[config.mk]
export PLATFORM = sky130hd
export DESIGN_NAME = epk_core
export DESIGN_NICKNAME = d
export VERILOG_FILES = /design/src/epk_pkg.sv /design/src/epk_core.sv
export SDC_FILE = /design/constraint.sdc
export NUM_CORES = 1
export LEC_CHECK = 0
export BUFFER_PORTS_ARGS = -buffer_cell sky130_fd_sc_hd__buf_2
export CAP_MARGIN = 20
export CORE_UTILIZATION = 50
export DETAILED_ROUTE_END_ITERATION = 6
export GPL_ROUTABILITY_DRIVEN = 1
export PLACE_DENSITY = 0.85
export SLEW_MARGIN = 20
export SYNTH_ARGS = -nofsm -noshare
export SYNTH_HDL_FRONTEND = slang
export SYNTH_SLANG_ARGS = --single-unit
[constraint.sdc]
create_clock -name clk_sys_i -period 3 [get_ports clk_sys_i]
set_input_delay 0.3 -clock clk_sys_i [delete_from_list [all_inputs] [get_ports clk_sys_i]]
set_output_delay 0.3 -clock clk_sys_i [all_outputs]
set_load 0.05 [all_outputs]
[src/epk_pkg.sv]
// Functional notes
// crc engine ignores every security lock; it always runs when asked (the code drops a start written while a crc is busy)
// two jobs: 16-bit crc over one block, 32-bit crc over all memory
// block start is always high byte with low byte 0x00, length 256
// debug write of crc byte 1 starts the full-memory 32-bit crc
// full crc runs from address 0x0000 through the last user location
// busy flag in debug address register is high for the whole crc run
// 32-bit result: byte 3 most significant, byte 0 least significant
// 32-bit generator polynomial is 0x04C11DB7
// adapter should reset the device before a 32-bit crc after a 16-bit one
// debug write of crc byte 0 gives the block's upper address byte
// 16-bit result sits in crc bytes 1 (msb) and 0 (lsb)
// 16-bit generator polynomial is 0x1021
// write enable bit routes move writes to program memory, else blocked
// upper seven bits of program store control read zero, writes ignored
// key 0xA5 then 0xF1 unlocks program memory writes
// after one unlocked program write the lock closes again by itself
// bad key, wrong order or write while locked disables until reset
// key register read: 00 locked, 01 first key, 10 unlocked, 11 disabled
// crc reads bytes in ascending address order, msb of each byte first
package epk_pkg;

   // ----------------------------------------------------------------
   // special function register addresses and fields
   // ----------------------------------------------------------------
   localparam logic [7:0]  SFR_PROG_CTRL   = 8'h8F;
   localparam logic [7:0]  SFR_MEM_KEY     = 8'hB7;
   localparam int          WE_BIT          = 0;
   localparam logic [7:0]  PROG_CTRL_RESET = 8'h00;
   localparam logic [7:0]  KEY_FIRST       = 8'hA5;
   localparam logic [7:0]  KEY_SECOND      = 8'hF1;

   // ----------------------------------------------------------------
   // lock state read codes
   // ----------------------------------------------------------------
   localparam logic [1:0]  LK_RD_LOCKED    = 2'h0;
   localparam logic [1:0]  LK_RD_FIRST     = 2'h1;
   localparam logic [1:0]  LK_RD_OPEN      = 2'h2;
   localparam logic [1:0]  LK_RD_DISABLED  = 2'h3;

   // ----------------------------------------------------------------
   // debug port register indices
   // ----------------------------------------------------------------
   localparam logic [2:0]  DBG_ADDR_REG    = 3'h0;
   localparam logic [2:0]  DBG_CRC_BYTE_0  = 3'h1;
   localparam logic [2:0]  DBG_CRC_BYTE_1  = 3'h2;
   localparam logic [2:0]  DBG_CRC_BYTE_2  = 3'h3;
   localparam logic [2:0]  DBG_CRC_BYTE_3  = 3'h4;
   localparam int          BUSY_BIT        = 7;

   // ----------------------------------------------------------------
   // crc constants
   // ----------------------------------------------------------------
   localparam logic [15:0] POLY16          = 16'h1021;
   localparam logic [31:0] POLY32          = 32'h04C11DB7;
   localparam logic [15:0] INIT16          = 16'h0000;
   localparam logic [31:0] INIT32          = 32'h00000000;
   localparam int          BLOCK_BYTES     = 256;
   localparam logic [7:0]  BLOCK_LOW       = 8'h00;
   localparam logic [15:0] FULL_START      = 16'h0000;

   typedef enum logic [1:0] {
      EPK_LK_LOCKED   = 2'b00,
      EPK_LK_FIRST    = 2'b01,
      EPK_LK_OPEN     = 2'b11,
      EPK_LK_DISABLED = 2'b10
   } epk_lock_t;

   typedef enum logic [1:0] {
      EPK_CRC_IDLE  = 2'b00,
      EPK_CRC_FETCH = 2'b01,
      EPK_CRC_ACC   = 2'b11
   } epk_crc_state_t;

endpackage

[src/epk_core.sv]
`timescale 1ns/1ps
module epk_core #(
   parameter int MEM_BYTES = 16384
) (
   // clock and reset
   input  wire logic        clk_sys_i,
   input  wire logic        reset_i,
   // cpu special function register access
   input  wire logic [7:0]  sfr_addr_i,
   input  wire logic        sfr_wr_i,
   input  wire logic        sfr_rd_i,
   input  wire logic [7:0]  sfr_wdata_i,
   output logic      [7:0]  sfr_rdata_o,
   // debug port register access
   input  wire logic [2:0]  dbg_sel_i,
   input  wire logic        dbg_wr_i,
   input  wire logic        dbg_rd_i,
   input  wire logic [7:0]  dbg_wdata_i,
   output logic      [7:0]  dbg_rdata_o,
   output logic             busy_o,
   // program memory read port for crc
   output logic             mem_rd_o,
   output logic      [15:0] mem_addr_o,
   input  wire logic [7:0]  mem_rdata_i,
   // external move write from cpu
   input  wire logic        xw_wr_i,
   input  wire logic [15:0] xw_addr_i,
   input  wire logic [7:0]  xw_data_i,
   // program memory write port
   output logic             prog_wr_o,
   output logic      [15:0] prog_addr_o,
   output logic      [7:0]  prog_data_o,
   output logic             write_enable_o,
   output logic      [1:0]  lock_state_o
);

   initial begin
      if (MEM_BYTES < epk_pkg::BLOCK_BYTES || MEM_BYTES > 65536 ||
          (MEM_BYTES % epk_pkg::BLOCK_BYTES) != 0) begin
         $error("MEM_BYTES must be a multiple of 256 within 64 KiB");
      end
   end

   localparam logic [15:0] LAST_ADDR = 16'(MEM_BYTES - 1);

   // ----------------------------------------------------------------
   // helpers
   // ----------------------------------------------------------------
   function automatic logic [15:0] epk_crc16(input logic [15:0] c,
                                             input logic [7:0]  b);
      logic [15:0] r;
      logic        fb;
      r = c;
      for (int i = 7; i >= 0; i--) begin
         fb = r[15] ^ b[i];
         r  = {r[14:0], 1'b0};
         if (fb) begin
            r = r ^ epk_pkg::POLY16;
         end
      end
      return r;
   endfunction

   function automatic logic [31:0] epk_crc32(input logic [31:0] c,
                                             input logic [7:0]  b);
      logic [31:0] r;
      logic        fb;
      r = c;
      for (int i = 7; i >= 0; i--) begin
         fb = r[31] ^ b[i];
         r  = {r[30:0], 1'b0};
         if (fb) begin
            r = r ^ epk_pkg::POLY32;
         end
      end
      return r;
   endfunction

   function automatic logic [1:0] epk_lock_code(input epk_pkg::epk_lock_t s);
      logic [1:0] v;
      v = epk_pkg::LK_RD_LOCKED;
      unique case (s)
         epk_pkg::EPK_LK_LOCKED:   v = epk_pkg::LK_RD_LOCKED;
         epk_pkg::EPK_LK_FIRST:    v = epk_pkg::LK_RD_FIRST;
         epk_pkg::EPK_LK_OPEN:     v = epk_pkg::LK_RD_OPEN;
         epk_pkg::EPK_LK_DISABLED: v = epk_pkg::LK_RD_DISABLED;
      endcase
      return v;
   endfunction

   // ----------------------------------------------------------------
   // program store control
   // ----------------------------------------------------------------
   logic sfr_wr_ctrl;
   logic sfr_wr_key;
   logic we_q;

   assign sfr_wr_ctrl = sfr_wr_i && (sfr_addr_i == epk_pkg::SFR_PROG_CTRL);
   assign sfr_wr_key  = sfr_wr_i && (sfr_addr_i == epk_pkg::SFR_MEM_KEY);

   always_ff @(posedge clk_sys_i) begin
      if (reset_i) begin
         we_q <= epk_pkg::PROG_CTRL_RESET[epk_pkg::WE_BIT];
      end else if (sfr_wr_ctrl) begin
         we_q <= sfr_wdata_i[epk_pkg::WE_BIT];
      end
   end

   // ----------------------------------------------------------------
   // lock and key
   // ----------------------------------------------------------------
   epk_pkg::epk_lock_t lock_q;
   logic               xw_prog;

   // move writes only aim at program memory while the enable bit is set
   assign xw_prog = xw_wr_i && we_q;

   always_ff @(posedge clk_sys_i) begin
      if (reset_i) begin
         lock_q <= epk_pkg::EPK_LK_LOCKED;
      end else if (lock_q == epk_pkg::EPK_LK_DISABLED) begin
         lock_q <= epk_pkg::EPK_LK_DISABLED;
      end else if (xw_prog) begin
         // a write closes the lock again, a write while shut kills it
         if (lock_q == epk_pkg::EPK_LK_OPEN) begin
            lock_q <= epk_pkg::EPK_LK_LOCKED;
         end else begin
            lock_q <= epk_pkg::EPK_LK_DISABLED;
         end
      end else if (sfr_wr_key) begin
         unique case (lock_q)
            epk_pkg::EPK_LK_LOCKED: begin
               if (sfr_wdata_i == epk_pkg::KEY_FIRST) begin
                  lock_q <= epk_pkg::EPK_LK_FIRST;
               end else begin
                  lock_q <= epk_pkg::EPK_LK_DISABLED;
               end
            end
            epk_pkg::EPK_LK_FIRST: begin
               if (sfr_wdata_i == epk_pkg::KEY_SECOND) begin
                  lock_q <= epk_pkg::EPK_LK_OPEN;
               end else begin
                  lock_q <= epk_pkg::EPK_LK_DISABLED;
               end
            end
            epk_pkg::EPK_LK_OPEN: begin
               lock_q <= epk_pkg::EPK_LK_DISABLED;
            end
            epk_pkg::EPK_LK_DISABLED: begin
               lock_q <= epk_pkg::EPK_LK_DISABLED;
            end
         endcase
      end
   end

   always_ff @(posedge clk_sys_i) begin
      if (reset_i) begin
         prog_wr_o   <= 1'b0;
         prog_addr_o <= 16'h0000;
         prog_data_o <= 8'h00;
      end else begin
         prog_wr_o <= xw_prog && (lock_q == epk_pkg::EPK_LK_OPEN);
         if (xw_prog) begin
            prog_addr_o <= xw_addr_i;
            prog_data_o <= xw_data_i;
         end
      end
   end

   always_ff @(posedge clk_sys_i) begin
      if (reset_i) begin
         write_enable_o <= 1'b0;
         lock_state_o   <= epk_pkg::LK_RD_LOCKED;
      end else begin
         write_enable_o <= we_q;
         lock_state_o   <= epk_lock_code(lock_q);
      end
   end

   always_ff @(posedge clk_sys_i) begin
      if (reset_i) begin
         sfr_rdata_o <= 8'h00;
      end else if (sfr_rd_i) begin
         if (sfr_addr_i == epk_pkg::SFR_PROG_CTRL) begin
            sfr_rdata_o <= {7'h00, we_q};
         end else if (sfr_addr_i == epk_pkg::SFR_MEM_KEY) begin
            sfr_rdata_o <= {6'h00, epk_lock_code(lock_q)};
         end else begin
            sfr_rdata_o <= 8'h00;
         end
      end
   end

   // ----------------------------------------------------------------
   // crc engine
   // ----------------------------------------------------------------
   // no security input reaches this engine, so locked parts still verify
   epk_pkg::epk_crc_state_t crc_st_q;
   logic        wide_q;
   logic [15:0] addr_q;
   logic [15:0] last_q;
   logic [31:0] acc_q;
   logic [31:0] res_q;
   logic        start_blk;
   logic        start_full;
   logic        idle;

   assign idle       = (crc_st_q == epk_pkg::EPK_CRC_IDLE);
   // writes arriving while busy are dropped
   assign start_blk  = idle && dbg_wr_i &&
                       (dbg_sel_i == epk_pkg::DBG_CRC_BYTE_0);
   assign start_full = idle && dbg_wr_i &&
                       (dbg_sel_i == epk_pkg::DBG_CRC_BYTE_1);

   always_ff @(posedge clk_sys_i) begin
      if (reset_i) begin
         crc_st_q <= epk_pkg::EPK_CRC_IDLE;
      end else begin
         unique case (crc_st_q)
            epk_pkg::EPK_CRC_IDLE: begin
               if (start_blk || start_full) begin
                  crc_st_q <= epk_pkg::EPK_CRC_FETCH;
               end
            end
            epk_pkg::EPK_CRC_FETCH: begin
               crc_st_q <= epk_pkg::EPK_CRC_ACC;
            end
            epk_pkg::EPK_CRC_ACC: begin
               if (addr_q == last_q) begin
                  crc_st_q <= epk_pkg::EPK_CRC_IDLE;
               end else begin
                  crc_st_q <= epk_pkg::EPK_CRC_FETCH;
               end
            end
            default: begin
               crc_st_q <= epk_pkg::EPK_CRC_IDLE;
            end
         endcase
      end
   end

   always_ff @(posedge clk_sys_i) begin
      if (reset_i) begin
         wide_q <= 1'b0;
         addr_q <= 16'h0000;
         last_q <= 16'h0000;
      end else if (start_blk) begin
         wide_q <= 1'b0;
         addr_q <= {dbg_wdata_i, epk_pkg::BLOCK_LOW};
         last_q <= {dbg_wdata_i, 8'hFF};
      end else if (start_full) begin
         wide_q <= 1'b1;
         addr_q <= epk_pkg::FULL_START;
         last_q <= LAST_ADDR;
      end else if (crc_st_q == epk_pkg::EPK_CRC_ACC && addr_q != last_q) begin
         addr_q <= addr_q + 16'h0001;
      end
   end

   always_ff @(posedge clk_sys_i) begin
      if (reset_i) begin
         acc_q <= 32'h00000000;
      end else if (start_blk) begin
         acc_q <= {16'h0000, epk_pkg::INIT16};
      end else if (start_full) begin
         acc_q <= epk_pkg::INIT32;
      end else if (crc_st_q == epk_pkg::EPK_CRC_ACC) begin
         if (wide_q) begin
            acc_q <= epk_crc32(acc_q, mem_rdata_i);
         end else begin
            acc_q <= {16'h0000, epk_crc16(acc_q[15:0], mem_rdata_i)};
         end
      end
   end

   // result lands once the last byte is folded in
   always_ff @(posedge clk_sys_i) begin
      if (reset_i) begin
         res_q <= 32'h00000000;
      end else if (crc_st_q == epk_pkg::EPK_CRC_ACC && addr_q == last_q) begin
         if (wide_q) begin
            res_q <= epk_crc32(acc_q, mem_rdata_i);
         end else begin
            res_q[15:0] <= epk_crc16(acc_q[15:0], mem_rdata_i);
         end
      end
   end

   always_ff @(posedge clk_sys_i) begin
      if (reset_i) begin
         mem_rd_o   <= 1'b0;
         mem_addr_o <= 16'h0000;
         busy_o     <= 1'b0;
      end else begin
         mem_rd_o   <= (crc_st_q == epk_pkg::EPK_CRC_FETCH);
         mem_addr_o <= addr_q;
         busy_o     <= !idle;
      end
   end

   // ----------------------------------------------------------------
   // debug read path
   // ----------------------------------------------------------------
   always_ff @(posedge clk_sys_i) begin
      if (reset_i) begin
         dbg_rdata_o <= 8'h00;
      end else if (dbg_rd_i) begin
         unique case (dbg_sel_i)
            epk_pkg::DBG_ADDR_REG:
               dbg_rdata_o <= 8'(!idle) << epk_pkg::BUSY_BIT;
            epk_pkg::DBG_CRC_BYTE_0: dbg_rdata_o <= res_q[7:0];
            epk_pkg::DBG_CRC_BYTE_1: dbg_rdata_o <= res_q[15:8];
            epk_pkg::DBG_CRC_BYTE_2: dbg_rdata_o <= res_q[23:16];
            epk_pkg::DBG_CRC_BYTE_3: dbg_rdata_o <= res_q[31:24];
            default:                 dbg_rdata_o <= 8'h00;
         endcase
      end
   end

endmodule

==> results.json, run 1 <==
{
  "min_from": "sfr_rd_i",
  "timing.rr.start": "addr_q[3]",
  "worst_r2r_path_depth": 7,
  "grt_setup_unrepaired": "false",
  "cts_buffer_depth": 2,
  "cts_hold_buffers": 0,
  "htreeDepth": 4,
  "die_h_um": 122,
  "worst_ir_drop_vdd_mv": 0.379,
  "ys_ff_latch": 151,
  "drt-total-wl_um": 17600,
  "wl_per_cell_um": 15.8,
  "maxCapViolations": 0,
  "final-hold-violation-count": 0,
  "total_power_mw": 5.00,
  "maxUsedRoutingLayer": "met4",
  "cts_buffers": 17,
  "synth_warnings": 0,
  "dr.pass1.iters": 5,
  "min_to": "sfr_rdata_o[0]",
  "syn_area_um2": 7200,
  "grt_pass1_wl_um": 28000,
  "start_util_pct": 51.6,
  "antenna_found_initial": 0,
  "critPathArrivalTime_ps": 2740,
  "synth_top_area_share_pct": 42.0,
  "insertion_delay_ps": 430,
  "whs_path_depth": 2,
  "crit_slowest_cell": "and2_1",
  "utilization_pct": 61.3,
  "portBuffers": 121,
  "min_period_ps": 2400,
  "critPathKind": "reg -> reg",
  "clkSinkCount": 151,
  "cts_tree": "built",
  "start_kind": "register",
  "ys_seq_area_share_pct": 42.0,
  "endpoint_kind": "register",
  "cts-resized-gates": 0,
  "crit_chain": "and4_1 > nand4_1 > a2111oi_4 > buf_4 > and2_1 > nand2_1 > a21oi_1",
  "finalSetupViolations": 0,
  "fin_setup_tns_ps": 0,
  "grt_pass1_vias": 5614,
  "hold_class": "in -> reg",
  "core-area_um2": 13900,
  "hpwl_um": 12300,
  "clockRootBuffer": "clkbuf_16",
  "antenna_cells": 0,
  "grt_usage_pct": 24.4,
  "critPathMaxStageDelay_ps": 510,
  "fp-row-count": 43,
  "gp_congestion": 0.904,
  "period_share_pct": 80.1,
  "postCtsSetupRepairBufs": 0,
  "synth_cells": 819,
  "r2r_setup_slack_ps": 600,
  "syn_to_final_growth_pct": 18.7,
  "synth.distinct_cells": 55,
  "postRouteAntennaNets": 0,
  "path_clk_slew_ps": 60,
  "die_area_um2": 14900,
  "syn_avg_cell_area_um2": 8.79,
  "critPathMaxFanout": 16,
  "slew_viol_final": 0,
  "worst-slew-pin-transition_ps": 905,
  "gr-total-overflow": 0,
  "initialDrtViolationCount": 570,
  "met1Wirelength_um": 7270,
  "drive_above_1_share_pct": 20.2,
  "yosysTopAreaCell": "dfxtp_1",
  "slew_headroom_pct": 39.5,
  "io_pins": 128,
  "final_common_cell": "dfxtp_1",
  "critPathBufInv": 1,
  "fmax_mhz": 416,
  "synth_top_cells_by_area": "dfxtp_1 42%, xnor2_1 8.8%, nand2_1 7.3%",
  "power.density_nw_per_um2": 586,
  "dieWidth_um": 122,
  "num_vias": 6118,
  "required_ps": 3340,
  "leakage_nw": 3.27,
  "grt_max_degree": 66,
  "routed-wl-met2_um": 8810,
  "path_delay_family": "simple AND/OR/NAND/NOR gates",
  "fin_skew_ps": 11.2,
  "final_cell_mix": "151 x dfxtp_1, 140 x nand2_1, 120 x buf_2",
  "route.detailed.drc": 0,
  "outcome": "completed",
  "vias_per_cell": 5.48,
  "r2r_end": "res_q[23]",
  "routed-wl-met3_um": 898,
  "fin_nets": 994
}
cell usage after synthesis, drive strengths merged:
master / number
and2: 4
conb: 1
o41ai: 1
a22oi: 26
a311o: 1
o21ai: 18
o21a: 2
a21boi: 1
nor2: 86
buf: 19
dfxtp: 151
o22ai: 6
xnor3: 6
nand3: 8
and3: 1
and4: 2
nand4: 6
inv: 8
a211oi: 30
clkbuf: 35
xor3: 6
nor3: 6
or3: 3
nand2: 140
mux2i: 8
mux2: 8
a21oi: 78
nand2b: 6
a31oi: 2
nor3b: 8
or2: 1
o211ai: 8
a2111oi: 2
nand4b: 2
xnor2: 79
nor2b: 16
o31ai: 4
nor4: 7
ha: 5
xor2: 12
nor4b: 3
nand3b: 3
metrics by stage:
stage                     hold WS (ps)  worst slack [ps]  cell area [µm²]  std cells
after floorplan                    396               894             7220        824
after global placement             439               660             7880       1084
after detailed placement           445               608             7880       1084
after CTS                         80.0               606             8540       1116
after global routing              93.3               421             8540       1116
final                             93.9               596             8540       1116
flip-flops by register name (all words and copies together), names as in the netlist:
signal / cells
prog_wr_o: 1
prog_data_o: 8
res_q: 32
mem_addr_o: 16
crc_st_q: 2
wide_q: 1
lock_state_o: 2
last_q: 9
prog_addr_o: 16
acc_q: 32
lock_q: 2
write_enable_o: 1
sfr_rdata_o: 2
we_q: 1
mem_rd_o: 1
dbg_rdata_o: 8
addr_q: 16
busy_o: 1
where the power goes:
group	total, mW	internal, mW	switching (mW)
Sequential	2.04	2.03	0.0168
Clock	2.38	1.50	0.872
Combinational	0.586	0.236	0.350
worst max path at each step:
| stage | from | to | slack [ps] | depth (start not counted) |
|---|---|---|---|---|
| CTS | addr_q[3] | res_q[23] | 610 | 7 |
| finish | addr_q[3] | res_q[23] | 600 | 7 |
| floorplan | addr_q[3] | res_q[17] | 890 | 8 |
| detailed placement | mem_rdata_i[1] | res_q[12] | 610 | 7 |
| global placement | dbg_sel_i[0] | addr_q[8] | 660 | 6 |
| global route | addr_q[3] | res_q[23] | 420 | 7 |
logic make-up after synthesis:
logic type                 Yosys count  share of synthesized area (%)
other                                1                         0.0521
xor gates and xnor gates           103                           16.2
AOI/OAI and AO/OA                  179                           15.6
muxes                               16                           2.36
adders and majority gates            5                          0.869
buffers and inverters               62                           4.28
and+or+nand+nor                    302                           18.6
DFF                                151                           42.0
cell type report:
type,count,area (µm²)
tap,180,225
fill,1184,5390
inverter,8,30.0
sequential,151,3020
clock inverter,14,223
multi-input combinational,611,3880
timing repair buffer,134,718
clock buffer,18,439
routing by layer:
| metal | track usage (%) | vias to the layer above |
|---|---|---|
| li1 | - | 3000 |
| met1 | 29.5 | 2892 |
| met2 | 40.9 | 181 |
| met3 | 5.06 | 45 |
| met4 | 12.2 | 0 |
| met5 | 0 | - |
No activity file was read; power rests on OpenSTA's default activity.
==> run 2: changes to the inputs <==
--- a/config.mk
+++ b/config.mk
@@ -10,7 +10,7 @@
 export CORE_UTILIZATION = 50
 export DETAILED_ROUTE_END_ITERATION = 6
 export GPL_ROUTABILITY_DRIVEN = 1
-export PLACE_DENSITY = 0.85
+export PLACE_DENSITY = 0.87
 export SLEW_MARGIN = 20
 export SYNTH_ARGS = -nofsm -noshare
 export SYNTH_HDL_FRONTEND = slang
==> constraint.sdc (replaced) <==
create_clock -name clk_sys_i -period 2.2 [get_ports clk_sys_i]
set_input_delay 0.22 -clock clk_sys_i [delete_from_list [all_inputs] [get_ports clk_sys_i]]
set_output_delay 0.22 -clock clk_sys_i [all_outputs]
set_load 0.05 [all_outputs]
==> run 2 against run 1 <==
Highest routed layer unchanged. Sequential share of layout area down 1.6 points. Largest cell class unchanged. Core utilization up 3.0 points. First-iteration DRC count up 6.5%. Largest power group unchanged. Clock skew down 2.7 ps. Via count up 5.3%. Wire length up 6.8%.
==> results.json, run 2 (same netlist as run 1, synthesis figures left out) <==
{
  "outcome": "completed",
  "start_util_pct": 51.6,
  "grt_pass1_wl_um": 28900,
  "io_pins": 128,
  "dieWidth_um": 122,
  "critPathMaxFanout": 4,
  "hpwl_um": 12800,
  "grt_pass1_vias": 5840,
  "dp_cells": 1120,
  "slew_headroom_pct": 63.4,
  "cts_hold_buffers": 0,
  "setup_ws_ps": 39.0,
  "drt-total-wl_um": 18800,
  "leakage_nw": 3.52,
  "dr.pass1.iters": 5,
  "antenna_found_initial": 0,
  "critPathBufInv": 0,
  "power.density_nw_per_um2": 754,
  "grt_max_degree": 51,
  "htreeDepth": 4,
  "required_ps": 2500,
  "reg.largest.list": "acc_q: 32 flops, res_q: 32 flops",
  "die_h_um": 122,
  "cts_buffer_depth": 2,
  "core-area_um2": 13900,
  "clkSinkCount": 151,
  "grt_setup_unrepaired": "true",
  "initialDrtViolationCount": 607,
  "portBuffers": 121,
  "worst-slew-pin-transition_ps": 542,
  "utilization_pct": 64.3,
  "fillers": 1117,
  "fmax_mhz": 463,
  "die_area_um2": 14900,
  "critPathArrivalTime_ps": 2460,
  "maxCapViolations": 0,
  "worst_ir_drop_vdd_mv": 0.654,
  "num_vias": 6445,
  "crit_slowest_cell": "xnor3_4",
  "fin_nets": 1040,
  "min_period_ps": 2160,
  "gr-total-overflow": 0,
  "antenna_cells": 0,
  "fin_cells": 1162,
  "cts_tree": "built",
  "grt_usage_pct": 25.1,
  "slew_viol_final": 0,
  "final-hold-violation-count": 0,
  "final_common_cell": "dfxtp_1",
  "syn_to_final_growth_pct": 24.5,
  "finalSetupViolations": 0,
  "wl_per_cell_um": 16.2,
  "insertion_delay_ps": 430,
  "cts_buffers": 17,
  "place_ws_ps": -10.1,
  "path_delay_family": "XOR/XNOR gates",
  "period_share_pct": 98.2,
  "fin_skew_ps": 8.58,
  "critPathKind": "reg -> reg",
  "hold_class": "in -> reg",
  "crit_chain": "xnor2_4 > xnor3_4 > xor3_1 > mux2i_1 > xor2_1 > a211oi_1",
  "start_kind": "register",
  "gp_congestion": 0.911,
  "fp-row-count": 43,
  "vias_per_cell": 5.55,
  "critPathMaxStageDelay_ps": 560,
  "drive_above_1_share_pct": 25.2,
  "final_cell_mix": "148 x dfxtp_1, 140 x nand2_1, 120 x buf_2",
  "endpoint_kind": "register",
  "clockRootBuffer": "clkbuf_16",
  "path_clk_slew_ps": 70,
  "postRouteAntennaNets": 0,
  "route.detailed.drc": 0
}
[run 2: layer usage]
metal	vias up	part of all wire [%]	track usage [%]
li1	3094	-	-
met5	-	0	0
met2	259	49	41.5
met3	60	6.1	6.23
met4	0	3.6	11.1
met1	3032	41	30.7
[run 2: worst reg2reg max path, stage by stage, from the launching register on]
cell and delay, ps:
dfxtp_4 360, xnor2_4 140, xnor3_4 560, xor3_1 430, mux2i_1 210, xor2_1 230, a211oi_1 110
[run 2: metrics by stage]
stage / total power, mW / TNS [ps] / area, µm² / hold slack, ps
2_1_floorplan: 3.42 / 0 / 7220 / 316
3_3_place_gp: 3.66 / 0 / 8180 / 438
3_5_place_dp: 3.68 / -20.1 / 8180 / 443
4_1_cts: 6.74 / 0 / 8820 / 8.99
5_1_grt: 6.97 / -135 / 8960 / 17.1
6_report: 6.75 / 0 / 8960 / 24.9
[run 2: repair_timing]
| item | in CTS | in global routing |
|---|---|---|
| resized for setup | 1 | 14 |
| endpoints found under the setup margin | 2 | 30 |
| pin swaps | 2 | 7 |
| hold endpoints to repair | 0 | 0 |
| buffers inserted | 1 | 8 |
| cloned | 0 | 1 |
[run 2: final cells by class]
cell class,instances,area [µm²],area share [%]
repair buffers,180,1110,12.4
clock buffers,20,467,5.21
multi-input cells,611,3930,43.9
flip-flops and latches,151,3030,33.8
well taps,180,225,2.51
clock inverters,12,166,1.86
inverters,8,30.0,0.335
[run 2: power breakdown]
part	switching (mW)	total, mW	internal, mW
sequential	0.0227	2.78	2.76
combinational	0.500	0.875	0.375
clock	1.20	3.10	1.89
[run 2: final timing paths]
check | start | end | slack (ps) | depth (start not counted)
max | acc_q[31] | acc_q[12] | 40 | 6
min reg2reg | prog_data_o[0] | prog_data_o[0] | 450 | 2
min | sfr_rd_i | sfr_rdata_o[0] | 20 | 2
max reg2reg | acc_q[31] | acc_q[12] | 40 | 6
==> run 3: changes to the inputs <==
--- a/config.mk
+++ b/config.mk
@@ -10,6 +10,7 @@
 export CORE_UTILIZATION = 50
 export DETAILED_ROUTE_END_ITERATION = 6
 export GPL_ROUTABILITY_DRIVEN = 1
+export MAX_ROUTING_LAYER = met4
 export PLACE_DENSITY = 0.87
 export SLEW_MARGIN = 20
 export SYNTH_ARGS = -nofsm -noshare
==> run 3 against run 2 <==
The run now ends with negative setup slack left. Clock power is 1% lower. Cell count hardly changed. Via count is 0.36% higher. Sequential power hardly changed. Power is 0.35% lower. Fmax is 3.8% lower. Non-clock buffer count is 1 higher. Sequential cell count stayed put. Largest cell class unchanged. Largest power group unchanged. Highest routed layer unchanged.
==> results.json, run 3 (same netlist as run 1, synthesis figures left out) <==
{
  "die_area_um2": 14900,
  "cts_hold_buffers": 0,
  "num_vias": 6468,
  "final-hold-violation-count": 0,
  "slew_headroom_pct": 59.9,
  "worst_r2r_path_depth": 8,
  "io_pins": 128,
  "portBuffers": 121,
  "met1Wirelength_um": 7720,
  "cts_tree": "built",
  "drive_above_1_share_pct": 25.5,
  "cts_buffers": 17,
  "utilization_pct": 64.6,
  "violations": "negative setup slack",
  "wl_per_cell_um": 16.8,
  "setup_ws_ps": -46.8,
  "leakage_nw": 3.54,
  "hpwl_um": 12900,
  "route.detailed.drc": 0,
  "maxUsedRoutingLayer": "met4",
  "r2r_setup_slack_ps": -50,
  "grt_pass1_wl_um": 28800,
  "min_to": "sfr_rdata_o[0]",
  "r2r_end": "res_q[16]",
  "fin_nets": 1041,
  "vias_per_cell": 5.56,
  "die_h_um": 122,
  "min_from": "sfr_rd_i",
  "drt-total-wl_um": 19500,
  "critPathMaxStageDelay_ps": 500,
  "fmax_mhz": 445,
  "design_area_um2": 9000,
  "reg.largest.list": "acc_q: 32 flops, res_q: 32 flops",
  "fin_skew_ps": 6.79,
  "dpl-instance-area_um2": 8170,
  "finalSetupViolations": 2,
  "gp_congestion": 0.889,
  "crit_slowest_cell": "a2111oi_4",
  "dr.pass1.iters": 6,
  "path_delay_family": "simple AND/OR/NAND/NOR gates",
  "initialDrtViolationCount": 627,
  "grt_usage_pct": 25.8,
  "place_ws_ps": 71.1,
  "start_util_pct": 51.6,
  "whs_path_depth": 2,
  "worst_ir_drop_vdd_mv": 0.588,
  "path_depth": 8,
  "gr-total-overflow": 0,
  "power.density_nw_per_um2": 748,
  "routed-wl-met3_um": 1190,
  "cts_buffer_depth": 2,
  "postRouteAntennaNets": 0,
  "clkSinkCount": 151,
  "critPathArrivalTime_ps": 2590,
  "start_kind": "register",
  "critPathKind": "reg -> reg",
  "grt_max_degree": 62,
  "syn_to_final_growth_pct": 25.1,
  "worst-slew-pin-transition_ps": 600,
  "routed-wl-met2_um": 9810,
  "clockRootBuffer": "clkbuf_16",
  "dieWidth_um": 122,
  "critPathBufInv": 2,
  "final_cell_mix": "144 x dfxtp_1, 140 x nand2_1, 121 x buf_2",
  "required_ps": 2550,
  "min_period_ps": 2250,
  "maxCapViolations": 0,
  "hold_class": "in -> reg",
  "path_clk_slew_ps": 60,
  "antenna_found_initial": 1,
  "period_share_pct": 102,
  "slew_viol_final": 0,
  "timing.rr.start": "addr_q[6]",
  "critPathMaxFanout": 6,
  "htreeDepth": 4,
  "outcome": "finished with violations",
  "dp_cells": 1119,
  "crit_chain": "nor4_4 > nand3b_1 > a2111oi_4 > clkbuf_16 > and2_4 > buf_2 > nand2_1 > a21oi_1",
  "insertion_delay_ps": 420,
  "fin_cells": 1163,
  "fp-row-count": 43,
  "endpoint_kind": "register",
  "grt_pass1_vias": 5847,
  "core-area_um2": 13900,
  "final_common_cell": "dfxtp_1"
}
-- run 3: cell type report --
class	instances	area [µm²]
timing repair buffer	181	1120
clock buffer	23	468
tap	180	225
fill	1084	4930
inverter	8	30.0
multi-input combinational	611	3970
sequential	151	3030
antenna	1	2.50
clock inverter	8	146
-- run 3: worst max path at each step --
stage                          from         to  slack [ps]
after floorplan           addr_q[3]  res_q[17]          90
after global placement    acc_q[26]  acc_q[12]         100
after detailed placement  addr_q[6]  res_q[22]          70
after CTS                 acc_q[26]   res_q[6]          30
after global routing      addr_q[6]  res_q[16]        -130
final                     addr_q[6]  res_q[16]         -50
-- run 3: per-stage QoR --
stage,hold slack (ps),TNS (ps),total power [mW]
6_report,22.3,-64.0,6.73
3_3_place_gp,439,0,3.66
4_1_cts,14.3,0,6.71
5_1_grt,19.9,-990,6.94
2_1_floorplan,316,0,3.42
3_5_place_dp,443,0,3.67
-- run 3: repair_timing --
action | CTS | global route
buffers inserted | 0 | 9
resized for setup | 0 | 27
endpoints found under the setup margin | 0 | 40
-- run 3: report_power, final --
part | switching (mW) | internal [mW] | leakage (nW) | total (mW)
clock network | 1.11 | 1.95 | 0.297 | 3.06
logic | 0.509 | 0.372 | 2.02 | 0.882
registers | 0.0227 | 2.76 | 1.22 | 2.79
total | 1.64 | 5.09 | 3.54 | 6.73
-- run 3: per-layer routing --
| metal | vias up | GRT usage (%) |
|---|---|---|
| li1 | 3092 | - |
| met5 | - | - |
| met4 | 0 | 12.3 |
| met3 | 63 | 5.38 |
| met2 | 286 | 42.5 |
| met1 | 3027 | 29.8 |
